$ cat src/dram_special_consts.svh
`ifndef DRAM_SPECIAL_CONSTS_SVH
`define DRAM_SPECIAL_CONSTS_SVH

// System clock period
`define CLK_PERIOD_NS      100

// Parity latency per grade
`define PL_2666            8'h05
`define PL_2933            8'h06
`define PL_3200            8'h06

// Alert pulse width, least and most, per grade
`define ALERT_PW_MIN_2666  8'h50
`define ALERT_PW_MAX_2666  8'hA0
`define ALERT_PW_MIN_2933  8'h58
`define ALERT_PW_MAX_2933  8'hB0
`define ALERT_PW_MIN_3200  8'h60
`define ALERT_PW_MAX_3200  8'hC0

// Alert to deselect-only deadline, persistent mode
`define ALERT_RSP_2666     8'h47
`define ALERT_RSP_2933     8'h4E
`define ALERT_RSP_3200     8'h55

// Chip select to command latency, plain and gear-down
`define CAL_2666           8'h05
`define CAL_2933           8'h06
`define CAL_3200           8'h06
`define CALG_2666          8'h06
`define CALG_2933          8'h08
`define CALG_3200          8'h08

// Mode-register update delay: greater of cycles or time
`define MOD_NCK            24
`define MOD_NS             15
`define MOD_NS_CYC  ((`MOD_NS + `CLK_PERIOD_NS - 1) / `CLK_PERIOD_NS)
`define MOD_CYC  ((`MOD_NCK > `MOD_NS_CYC) ? `MOD_NCK : `MOD_NS_CYC)

// Alert assertion slack beyond parity latency (longest, round down)
`define ALERT_ON_NS        6
`define ALERT_ON_RAW       (`ALERT_ON_NS / `CLK_PERIOD_NS)
`define ALERT_ON_CYC       ((`ALERT_ON_RAW < 1) ? 1 : `ALERT_ON_RAW)

// Test enable to chip select low (least, round up)
`define TP_ENABLE_NS       200
`define TP_ENABLE_CYC \
  ((`TP_ENABLE_NS + `CLK_PERIOD_NS - 1) / `CLK_PERIOD_NS)

// Test input to valid output (longest, round down)
`define TP_VALID_NS        200
`define TP_VALID_RAW       (`TP_VALID_NS / `CLK_PERIOD_NS)
`define TP_VALID_CYC       ((`TP_VALID_RAW < 1) ? 1 : `TP_VALID_RAW)

// Bus widths
`define CA_BITS            24
`define TP_IN_BITS         16
`define TP_OUT_BITS        4

`endif

$ cat src/dram_special_pkg.sv
`include "dram_special_consts.svh"

package dram_special_pkg;

  // Speed grade select
  typedef enum logic [1:0] {
    GRADE_2666 = 2'b00,
    GRADE_2933 = 2'b01,
    GRADE_3200 = 2'b10
  } grade_t;

  // Max power saving mode states
  typedef enum logic [1:0] {
    SAVE_IDLE   = 2'b00,
    SAVE_ENTRY  = 2'b01,
    SAVE_ACTIVE = 2'b10
  } save_state_t;

  // Grade-dependent cycle limits
  typedef struct packed {
    logic [7:0] pl;
    logic [7:0] pw_min;
    logic [7:0] pw_max;
    logic [7:0] rsp;
    logic [7:0] cal;
    logic [7:0] calg;
  } limits_t;

  // Whole state of the timing block
  typedef struct packed {
    logic                      pl_run;
    logic [7:0]                pl_cnt;
    logic                      alert_on;
    logic [7:0]                pw_cnt;
    logic [7:0]                rsp_cnt;
    logic                      rsp_viol;
    logic [7:0]                cs_hist;
    logic                      cmd_stb;
    logic [`CA_BITS-1:0]       cmd;
    save_state_t               save;
    logic [7:0]                mped_cnt;
    logic                      cke_q;
    logic [7:0]                tpe_cnt;
    logic                      tp_mode;
    logic                      tp_valid;
    logic [`TP_OUT_BITS-1:0]   tp_out;
  } state_t;

endpackage

$ cat src/grade_limits.sv
`timescale 1ns/100ps
`default_nettype none
`include "dram_special_consts.svh"

module grade_limits
  import dram_special_pkg::*;
(
  input  wire grade_t  grade_i,
  output var limits_t  lim_o
);

  // Table lookup by grade; unknown codes use the fastest grade
  always_comb begin
    case (grade_i)
      GRADE_2666: begin
        lim_o = '{`PL_2666, `ALERT_PW_MIN_2666, `ALERT_PW_MAX_2666,
                  `ALERT_RSP_2666, `CAL_2666, `CALG_2666};
      end
      GRADE_2933: begin
        lim_o = '{`PL_2933, `ALERT_PW_MIN_2933, `ALERT_PW_MAX_2933,
                  `ALERT_RSP_2933, `CAL_2933, `CALG_2933};
      end
      default: begin
        lim_o = '{`PL_3200, `ALERT_PW_MIN_3200, `ALERT_PW_MAX_3200,
                  `ALERT_RSP_3200, `CAL_3200, `CALG_3200};
      end
    endcase
  end

endmodule
`default_nettype wire

$ cat src/dram_special_timing.sv
`timescale 1ns/100ps
`default_nettype none
`include "dram_special_consts.svh"

module dram_special_timing
  import dram_special_pkg::*;
#(
  parameter int CPDED_CYC = 4   // Command path disable delay, cycles
)(
  input  wire logic                    clk_sys_i,
  input  wire logic                    srst_i,
  input  wire grade_t                  grade_i,
  input  wire logic                    parity_err_i,
  input  wire logic                    persistent_i,
  input  wire logic                    cs_n_i,
  input  wire logic [`CA_BITS-1:0]     ca_i,
  input  wire logic                    cal_en_i,
  input  wire logic                    gear_down_i,
  input  wire logic                    save_entry_i,
  input  wire logic                    cke_i,
  input  wire logic                    test_enable_input_i,
  input  wire logic [`TP_IN_BITS-1:0]  tp_in_i,
  output logic                         alert_n_o,
  output logic                         rsp_viol_o,
  output logic                         cmd_stb_o,
  output logic [`CA_BITS-1:0]          cmd_o,
  output logic                         cmd_path_en_o,
  output logic                         max_power_saving_mode_o,
  output logic                         connectivity_test_mode_o,
  output logic                         tp_valid_o,
  output logic [`TP_OUT_BITS-1:0]      tp_out_o
);

  ////////////////////////////////////////////////////////////////////////
  // Elaboration check: entry count must fit eight bits
  if (CPDED_CYC < 1 || CPDED_CYC > 200) begin : g_bad_cpded
    $error("CPDED_CYC out of range 1..200");
  end

  localparam logic [7:0] MPED_CYC = 8'(`MOD_CYC + CPDED_CYC);
  localparam logic [7:0] TP_EN_CYC = 8'(`TP_ENABLE_CYC);

  state_t                   s_ff;       // Registered state
  state_t                   nxt_s;      // Next state
  limits_t                  lim;        // Grade limits
  logic [`TP_OUT_BITS-1:0]  fold;       // Folded test inputs
  logic [7:0]               lat;        // Active CAL latency
  logic                     capture;    // Command captured now

  ////////////////////////////////////////////////////////////////////////
  // grade table lookup
  grade_limits u_lim (
    .grade_i (grade_i),
    .lim_o   (lim)
  );

  // Each test output is the parity of four test inputs
  genvar gi;
  for (gi = 0; gi < `TP_OUT_BITS; gi++) begin : g_fold
    assign fold[gi] = ^tp_in_i[4*gi +: 4];
  end

  assign lat = gear_down_i ? lim.calg : lim.cal;

  // capture after CAL cycles, else with select
  assign capture = cal_en_i ? s_ff.cs_hist[3'(lat - 8'h01)] : ~cs_n_i;

  ////////////////////////////////////////////////////////////////////////
  // Next-state logic
  always_comb begin
    nxt_s          = s_ff;
    nxt_s.cmd_stb  = 1'b0;
    nxt_s.rsp_viol = 1'b0;
    nxt_s.cke_q    = cke_i;
    nxt_s.cs_hist  = {s_ff.cs_hist[6:0], ~cs_n_i};

    // Parity alert sequencing
    if (s_ff.pl_run) begin
      // alert as the parity latency runs out, pl cycles after the error
      if (s_ff.pl_cnt == 8'h01) begin
        nxt_s.pl_run   = 1'b0;
        nxt_s.alert_on = 1'b1;
        nxt_s.pw_cnt   = lim.pw_min;
        nxt_s.rsp_cnt  = 8'h00;
      end else begin
        nxt_s.pl_cnt = s_ff.pl_cnt - 8'h01;
      end
    end else if (s_ff.alert_on) begin
      // hold alert for the least pulse width
      if (s_ff.pw_cnt == 8'h01) begin
        nxt_s.alert_on = 1'b0;
      end else begin
        nxt_s.pw_cnt = s_ff.pw_cnt - 8'h01;
      end
      if (s_ff.rsp_cnt != 8'hFF) begin
        nxt_s.rsp_cnt = s_ff.rsp_cnt + 8'h01;
      end
      // flag a command past the deselect deadline
      if (persistent_i && s_ff.rsp_cnt >= lim.rsp && !cs_n_i) begin
        nxt_s.rsp_viol = 1'b1;
      end
    end else if (parity_err_i) begin
      // New error starts the latency count
      nxt_s.pl_run = 1'b1;
      nxt_s.pl_cnt = lim.pl;
    end

    // Command capture while the command path is on
    if (capture && s_ff.save != SAVE_ACTIVE) begin
      nxt_s.cmd_stb = 1'b1;
      nxt_s.cmd     = ca_i;
    end

    // Max power saving mode
    case (s_ff.save)
      SAVE_IDLE: begin
        // entry delay built on the update delay
        if (save_entry_i) begin
          nxt_s.save     = SAVE_ENTRY;
          nxt_s.mped_cnt = MPED_CYC;
        end
      end
      SAVE_ENTRY: begin
        // path stays on for update plus disable
        if (s_ff.mped_cnt == 8'h01) begin
          nxt_s.save = SAVE_ACTIVE;
        end else begin
          nxt_s.mped_cnt = s_ff.mped_cnt - 8'h01;
        end
      end
      SAVE_ACTIVE: begin
        // Rising clock enable wakes the device
        if (cke_i && !s_ff.cke_q) begin
          nxt_s.save = SAVE_IDLE;
        end
      end
      default: begin
        nxt_s.save = SAVE_IDLE;
      end
    endcase

    // Connectivity test entry and output
    if (!test_enable_input_i) begin
      nxt_s.tpe_cnt  = 8'h00;
      nxt_s.tp_mode  = 1'b0;
      nxt_s.tp_valid = 1'b0;
    end else begin
      if (s_ff.tpe_cnt != 8'hFF) begin
        nxt_s.tpe_cnt = s_ff.tpe_cnt + 8'h01;
      end
      if (!cs_n_i && s_ff.tpe_cnt >= TP_EN_CYC) begin
        nxt_s.tp_mode = 1'b1;
      end
      // outputs follow inputs one cycle later
      nxt_s.tp_valid = s_ff.tp_mode && !cs_n_i;
      if (s_ff.tp_mode) begin
        nxt_s.tp_out = fold;
      end
    end
  end

  ////////////////////////////////////////////////////////////////////////
  // State register, synchronous reset
  always_ff @(posedge clk_sys_i) begin
    if (srst_i) begin
      s_ff <= '0;
    end else begin
      s_ff <= nxt_s;
    end
  end

  // Outputs straight from state
  assign alert_n_o                = ~s_ff.alert_on;
  assign rsp_viol_o               = s_ff.rsp_viol;
  assign cmd_stb_o                = s_ff.cmd_stb;
  assign cmd_o                    = s_ff.cmd;
  assign cmd_path_en_o            = (s_ff.save != SAVE_ACTIVE);
  assign max_power_saving_mode_o  = (s_ff.save == SAVE_ACTIVE);
  assign connectivity_test_mode_o = s_ff.tp_mode;
  assign tp_valid_o               = s_ff.tp_valid;
  assign tp_out_o                 = s_ff.tp_out;

  logic [7:0] low_len_ff;  // Length of current alert pulse
  logic [7:0] entry_age_ff; // Cycles since power-saving entry
  always_ff @(posedge clk_sys_i) begin
    if (srst_i) begin
      low_len_ff   <= 8'h00;
      entry_age_ff <= 8'h00;
    end else begin
      low_len_ff   <= alert_n_o ? 8'h00 : low_len_ff + 8'h01;
      entry_age_ff <= (s_ff.save == SAVE_IDLE) ? 8'h00 :
                      (entry_age_ff + 8'h01);
    end
  end
endmodule
`default_nettype wire

$ cat config.mk
export PLATFORM = sky130hd
export DESIGN_NAME = dram_special_timing
export DESIGN_NICKNAME = d
export VERILOG_FILES = /design/src/dram_special_pkg.sv /design/src/grade_limits.sv /design/src/dram_special_timing.sv
export VERILOG_INCLUDE_DIRS = /design/src /design/src/src
export SDC_FILE = /design/constraint.sdc
export NUM_CORES = 1
export LEC_CHECK = 0
export ABC_AREA = 0
export BUFFER_PORTS_ARGS = -buffer_cell sky130_fd_sc_hd__buf_4
export CAP_MARGIN = 20
export CORE_ASPECT_RATIO = 0.9
export CORE_MARGIN = 4
export CORE_UTILIZATION = 45
export CTS_CLUSTER_SIZE = 25
export DETAILED_ROUTE_END_ITERATION = 7
export GPL_TIMING_DRIVEN = 0
export PLACE_DENSITY = 0.76
export SLEW_MARGIN = 20
export SYNTH_ARGS = -nofsm -noshare
export SYNTH_HDL_FRONTEND = slang
export SYNTH_SLANG_ARGS = --single-unit
$ cat constraint.sdc
create_clock -name clk_sys_i -period 3.5 [get_ports clk_sys_i]
set_clock_uncertainty 0.2 [all_clocks]
set_input_delay 0 -clock clk_sys_i [delete_from_list [all_inputs] [get_ports clk_sys_i]]
set_output_delay 0 -clock clk_sys_i [all_outputs]
set_load 0.03 [all_outputs]
* Yosys cells after proc, flatten, opt, wreduce, memory -nomap -nowiden *
Cells that the tools add are included.

word-level totals
  flip-flop bits (word level) = 85
  output and inout port bits = 35
  bits of input ports = 52
  word-level logic and storage cells = 94

operators by class
  reduce and logical (&&, ||, !) cells = 26
  $lt $le $gt $ge = 3
  bitwise logic cells = 3
  equality and inequality tests = 17
  add/sub/neg operators = 6
  multiplexer cells = 23

operator list
  cell                                                  count
  one-hot mux 42 bit (2 select lines)                   1
  2-to-1 mux 8 bit                                      4
  2-to-1 mux 26 bit                                     1
  2-to-1 mux 25 bit                                     1
  equality test 8 x 1 -> 1 bit (second input constant)  3
  subtractor 8 x 1 -> 8 bit (second input constant)     3
  2-to-1 mux 18 bit                                     1
  2-to-1 mux 9 bit                                      2
  2-to-1 mux 17 bit                                     1
  adder 8 x 1 -> 8 bit (second input constant)          2
  != test 8 bit (second input constant)                 2
  one-hot mux 8 bit (2 select lines)                    1
  XOR reduction 4 bit                                   4
  AND reduction 3 bit                                   5
  != test 2 bit (second input constant)                 6
  2-to-1 mux 10 bit                                     1
  >= comparator 8 x 2 -> 1 bit (second input constant)  1
  >= comparator 8 bit                                   1
  nonzero test 2 bit                                    4
  logical AND 1 bit                                     6
  != test 2 x 1 -> 1 bit (second input constant)        3
  one-hot mux 2 bit (3 select lines)                    1
  2-to-1 mux 1 bit                                      5
  equality test 2 x 1 -> 1 bit (second input constant)  2
  other kinds (12)                                      17

* Longest topological paths before layout *
  depth in word-level cells = 9
  mapped depth = 10
  mapped depth without buffers = 8

* Hierarchy *
A second synthesis with hierarchy kept.

unflattened totals
  cell total of the unflattened synthesis = 631
  area total of the unflattened synthesis = 5262.5 µm²

modules (own cells, without submodules)
  module               area each (µm²)  seq. area each (µm²)  cells each  times used
  dram_special_timing  4909.7           1701.6                581         1
  grade_limits         352.8            0.0                   50          1

* Worst setup path before layout *
No wires, ideal clock.

  path type = in2reg
  from = input port grade_i[0]
  to = register s_ff, in the netlist cmd_o[0]
  data required time = 3228 ps
  arrival time = 2283 ps
  stages = 9
  setup time = 72 ps
  buffers on the path = 2
  setup slack = 946 ps
  path through = or3_1 -> buf_6 -> ha_1 -> inv_1 -> mux4_1 -> nor2_1 -> a2111oi_4 -> buf_6 -> mux2i_1

between the ends
  cells in the longest elaborated chain, start to end = 8
  elaborated cells on any way between the ends = 9
  those cells by class = 1 x add/sub; 1 x eq/ne; 5 x mux; 2 x reduce/logical

RTL lines
  what                                                             line                        RTL
  start, declared                                                  dram_special_timing.sv:12   input wire grade_t grade_i,
  equality test 2 x 1 -> 1 bit or zero test 2 bit (tied branches)  grade_limits.sv:14          case (grade_i)
  one-hot mux 42 bit (2 select lines) (*)                          grade_limits.sv:14
  2-to-1 mux 3 bit (*)                                             dram_special_timing.sv:63   assign lat = gear_down_i ? lim.calg : lim.cal;
  subtractor 3 x 1 -> 3 bit (*)                                    dram_special_timing.sv:66   assign capture = cal_en_i ? s_ff.cs_hist[3'(lat - 8'h01)] : ~cs_n_i;
  binary-select mux 1 bit (select 3 bit) (*)                       dram_special_timing.sv:66
  2-to-1 mux 1 bit (not written as such) (*)                       dram_special_timing.sv:66
  2-to-1 mux 1 bit (*)                                             dram_special_timing.sv:66
  logical AND 1 bit (*)                                            dram_special_timing.sv:109  if (capture && s_ff.save != SAVE_ACTIVE) begin
  end signal, assigned                                             dram_special_timing.sv:168  s_ff <= nxt_s;
  end, declared                                                    dram_special_timing.sv:43   state_t s_ff;

Every way passes the cells marked *; elsewhere a longest branch is shown, timed or not. The select of a mux whose other input is x is not followed.
A chain may end at the register's enable or synchronous reset.

* Worst setup path in the final report *
  from = input port grade_i[0]
  to = register s_ff, in the netlist cmd_o[12]

Same word-level chain as after synthesis.

==> reports/qor.yml <==
endpoint_kind: "flip-flop"
ys.flop_type: "dfxtp_1"
reg2reg_from: "s_ff[84]$_SDFF_PP0_"
ys_types: 53
switching_power_mw: 0.659
drive_above_1_share: 0.218
n_fill_cell: 750
seqPwrFrac: 0.453
max-cap-violations: 0
cts_tree: "yes"
start_kind: "input pin"
die_area_sq_um: 11300
routed_via_density: 5.01
antenna_left: 0
avgSynthCellArea_sq_um: 8.94
fin_crit_ns: 3.14
grt_pass1_vias: 3734
cts_buffers: 9
ys_seq_area_frac: 0.391
routed_wl_um: 10100
status: "completed"
drt_iter0_markers: 229
clock-sinks: 85
area_growth_pct: 33.4
syn_nets: 553
fin_nets: 695
dr_total_vias: 3778
p_int_mw: 1.72
firstDrtPassIters: 4
hold_viol_final: 0
synth.top_cell.area_share: 0.391
clockBufferDepth: 2
ir_drop_v: 0.000261
syn_area_sq_um: 4350
crit_type: "input pin to flip-flop"
slew_viol_final: 0
pwr_density_cell_nw_per_um2: 411
critPathMaxFanout: 10
routabilityCongestion: 0.807
grt_pass1_wl_um: 17100
rsz0062_at_grt: "no"
grt.busiest_layer: "met2"
use_met2: 0.327
antenna_found_initial: 0
die_x_um: 112
fin_ws_ns: 0.364
place_inst: 694
comb_power_share: 0.247
p_leak_nw: 2.49
whs_ns: 0.0762
grtUsageMet1: 0.228
use_met3: 0.0466
synth_edf_count: 0
crit_start: "grade_i[0]"
tns_ns: 0
seq_area_sq_um: 1700
port_buffers: 85
dp_hpwl_um: 7060
synth.largest_area_cell: "dfxtp_1"
pwr-share-clk: 0.300
async_reset_ff_frac: 0
postSynthCellCount: 487
initial_core_util: 0.468
yosys_warnings: 0
fin_crit_sh: 0.896
sw_frac_of_total: 0.277
dpl_worst_slack_ns: 0.514
die_h_um: 101
maxSlewHeadroom: 0.546
path_clk_slew_ns: 0.08
required_ns: 3.58
post_cts_buffers: 0
io_pins: 87
timing.fmax_ghz: 0.319
htree_levels: 3
antenna_cells: 0
grt_use_total: 0.184
crit_arrival_ns: 3.21
clock-root-buffer: "clkbuf_8"
fp-row-count: 33
drt-wirelength-per-cell_um: 13.4
insertion_delay_ns: 0.34
tightest_slew_ns: 0.675
multi_input_comb_area_sq_um: 2280
stdcell_count: 754
grt_max_degree: 14
setup_viol: 0
ys_ff_latch: 85
ys_top_cells_by_area: "dfxtp_1, nand2b_1, mux2i_1"
min_from: "srst_i"
drc: 0
hp-class: "input pin to flip-flop"
globalRoute.totalOverflow: 0
core_sq_um: 9290
## metal layers
metal	up-vias	share of wire
li1	1918	-
met3	9	0.057
met4	0	0.0090
met2	112	0.48
met1	1739	0.46
met5	-	0
## placed cells by master, fill, tap and decap left out, types with 11 or more instances in the layout
cell type	n
nor2_1	57
buf_4	113
dlygate4sd3_1	46
xor2_1	18
clkbuf_1	14
inv_1	18
ha_1	14
mux2i_1	26
dfxtp_1	85
nand2_1	19
nand3_1	11
xnor2_1	14
a21oi_1	18
nand2b_1	56
## cell usage after synthesis, types with 7 or more instances
cell type and instances:
nand3_1 11, xor2_1 18, and3_1 8, xnor2_1 14, ha_1 14, a211oi_1 10, buf_4 28, inv_1 18
mux2i_1 26, dfxtp_1 85, clkbuf_1 14, nand2b_1 56, nand2_1 19, nor2b_1 10, a21oi_1 18, nor2_1 57
o21ai_0 7, nor3_1 8
## worst max-delay path, cell delays in order
cell	delay [ns]
dlygate4sd3_1	0.54
buf_4	0.16
or3_1	0.38
buf_6	0.14
ha_1	0.36
inv_1	0.08
mux4_1	0.33
nor2_1	0.07
a2111oi_4	0.68
buf_6	0.26
mux2i_1	0.21
## worst paths after layout
| check | to | slack (ns) | depth (start not counted) |
|---|---|---|---|
| worst max-delay path | cmd_o[12]$_SDFFE_PP0P_ | 0.36 | 11 |
| worst min-delay path | cmd_o[14]$_SDFFE_PP0P_ | 0.08 | 3 |
| worst max register to register | s_ff[69]$_SDFFE_PP0P_ | 1.01 | 6 |
| worst min register to register | nxt_s[52]$_SDFF_PP0_ | 0.26 | 1 |
## registers in the layout, indices dropped and copies added (netlist names)
name / count
s_ff: 46
connectivity_test_mode_o: 1
tp_out_o: 4
nxt_s: 7
cmd_o: 24
tp_valid_o: 1
cmd_stb_o: 1
rsp_viol_o: 1
## kinds of logic (layout without fill, tap and decap cells)
kind of cell,Yosys count,in the layout,synth area share
XOR/XNOR,33,33,0.0681
AND/OR/NAND/NOR,201,201,0.247
multiplexers,27,27,0.0658
buffers and inverters,64,209,0.0845
flip-flops,85,85,0.391
adder cells (fa/ha/maj),14,14,0.0403
AO/OA/AOI/OAI,63,63,0.103
## power by group through the flow
stage                     Combinational (mW)  Clock (mW)  Sequential (mW)
after detailed placement               0.532           0             1.10
final                                  0.589       0.714             1.08
after global placement                 0.519           0             1.10
after floorplan                        0.379           0             1.09
after CTS                              0.587       0.739             1.08
after global routing                   0.648       0.775             1.09
## area by class of cell
class,instances,share of cell area
Multi-Input combinational cell,338,0.393
Sequential cell,85,0.293
Timing Repair Buffer,131,0.189
Buffer,46,0.0517
Tap cell,122,0.0263
Clock buffer,9,0.0213
Clock inverter,5,0.0134
Inverter,18,0.0116
## through the flow
step / utilization / area, sq um / power, mW
2_1_floorplan: - / 4350 / 1.47
3_3_place_gp: 0.554 / 5140 / 1.62
3_5_place_dp: 0.554 / 5140 / 1.63
4_1_cts: 0.625 / 5800 / 2.41
5_1_grt: 0.625 / 5800 / 2.51
6_report: 0.625 / 5800 / 2.38
## repair_timing
action,CTS,global route
hold buffers,46,0
endpoints found under the hold margin,59,0
gates resized for setup,0,0
(Power assumes the default switching activity.)
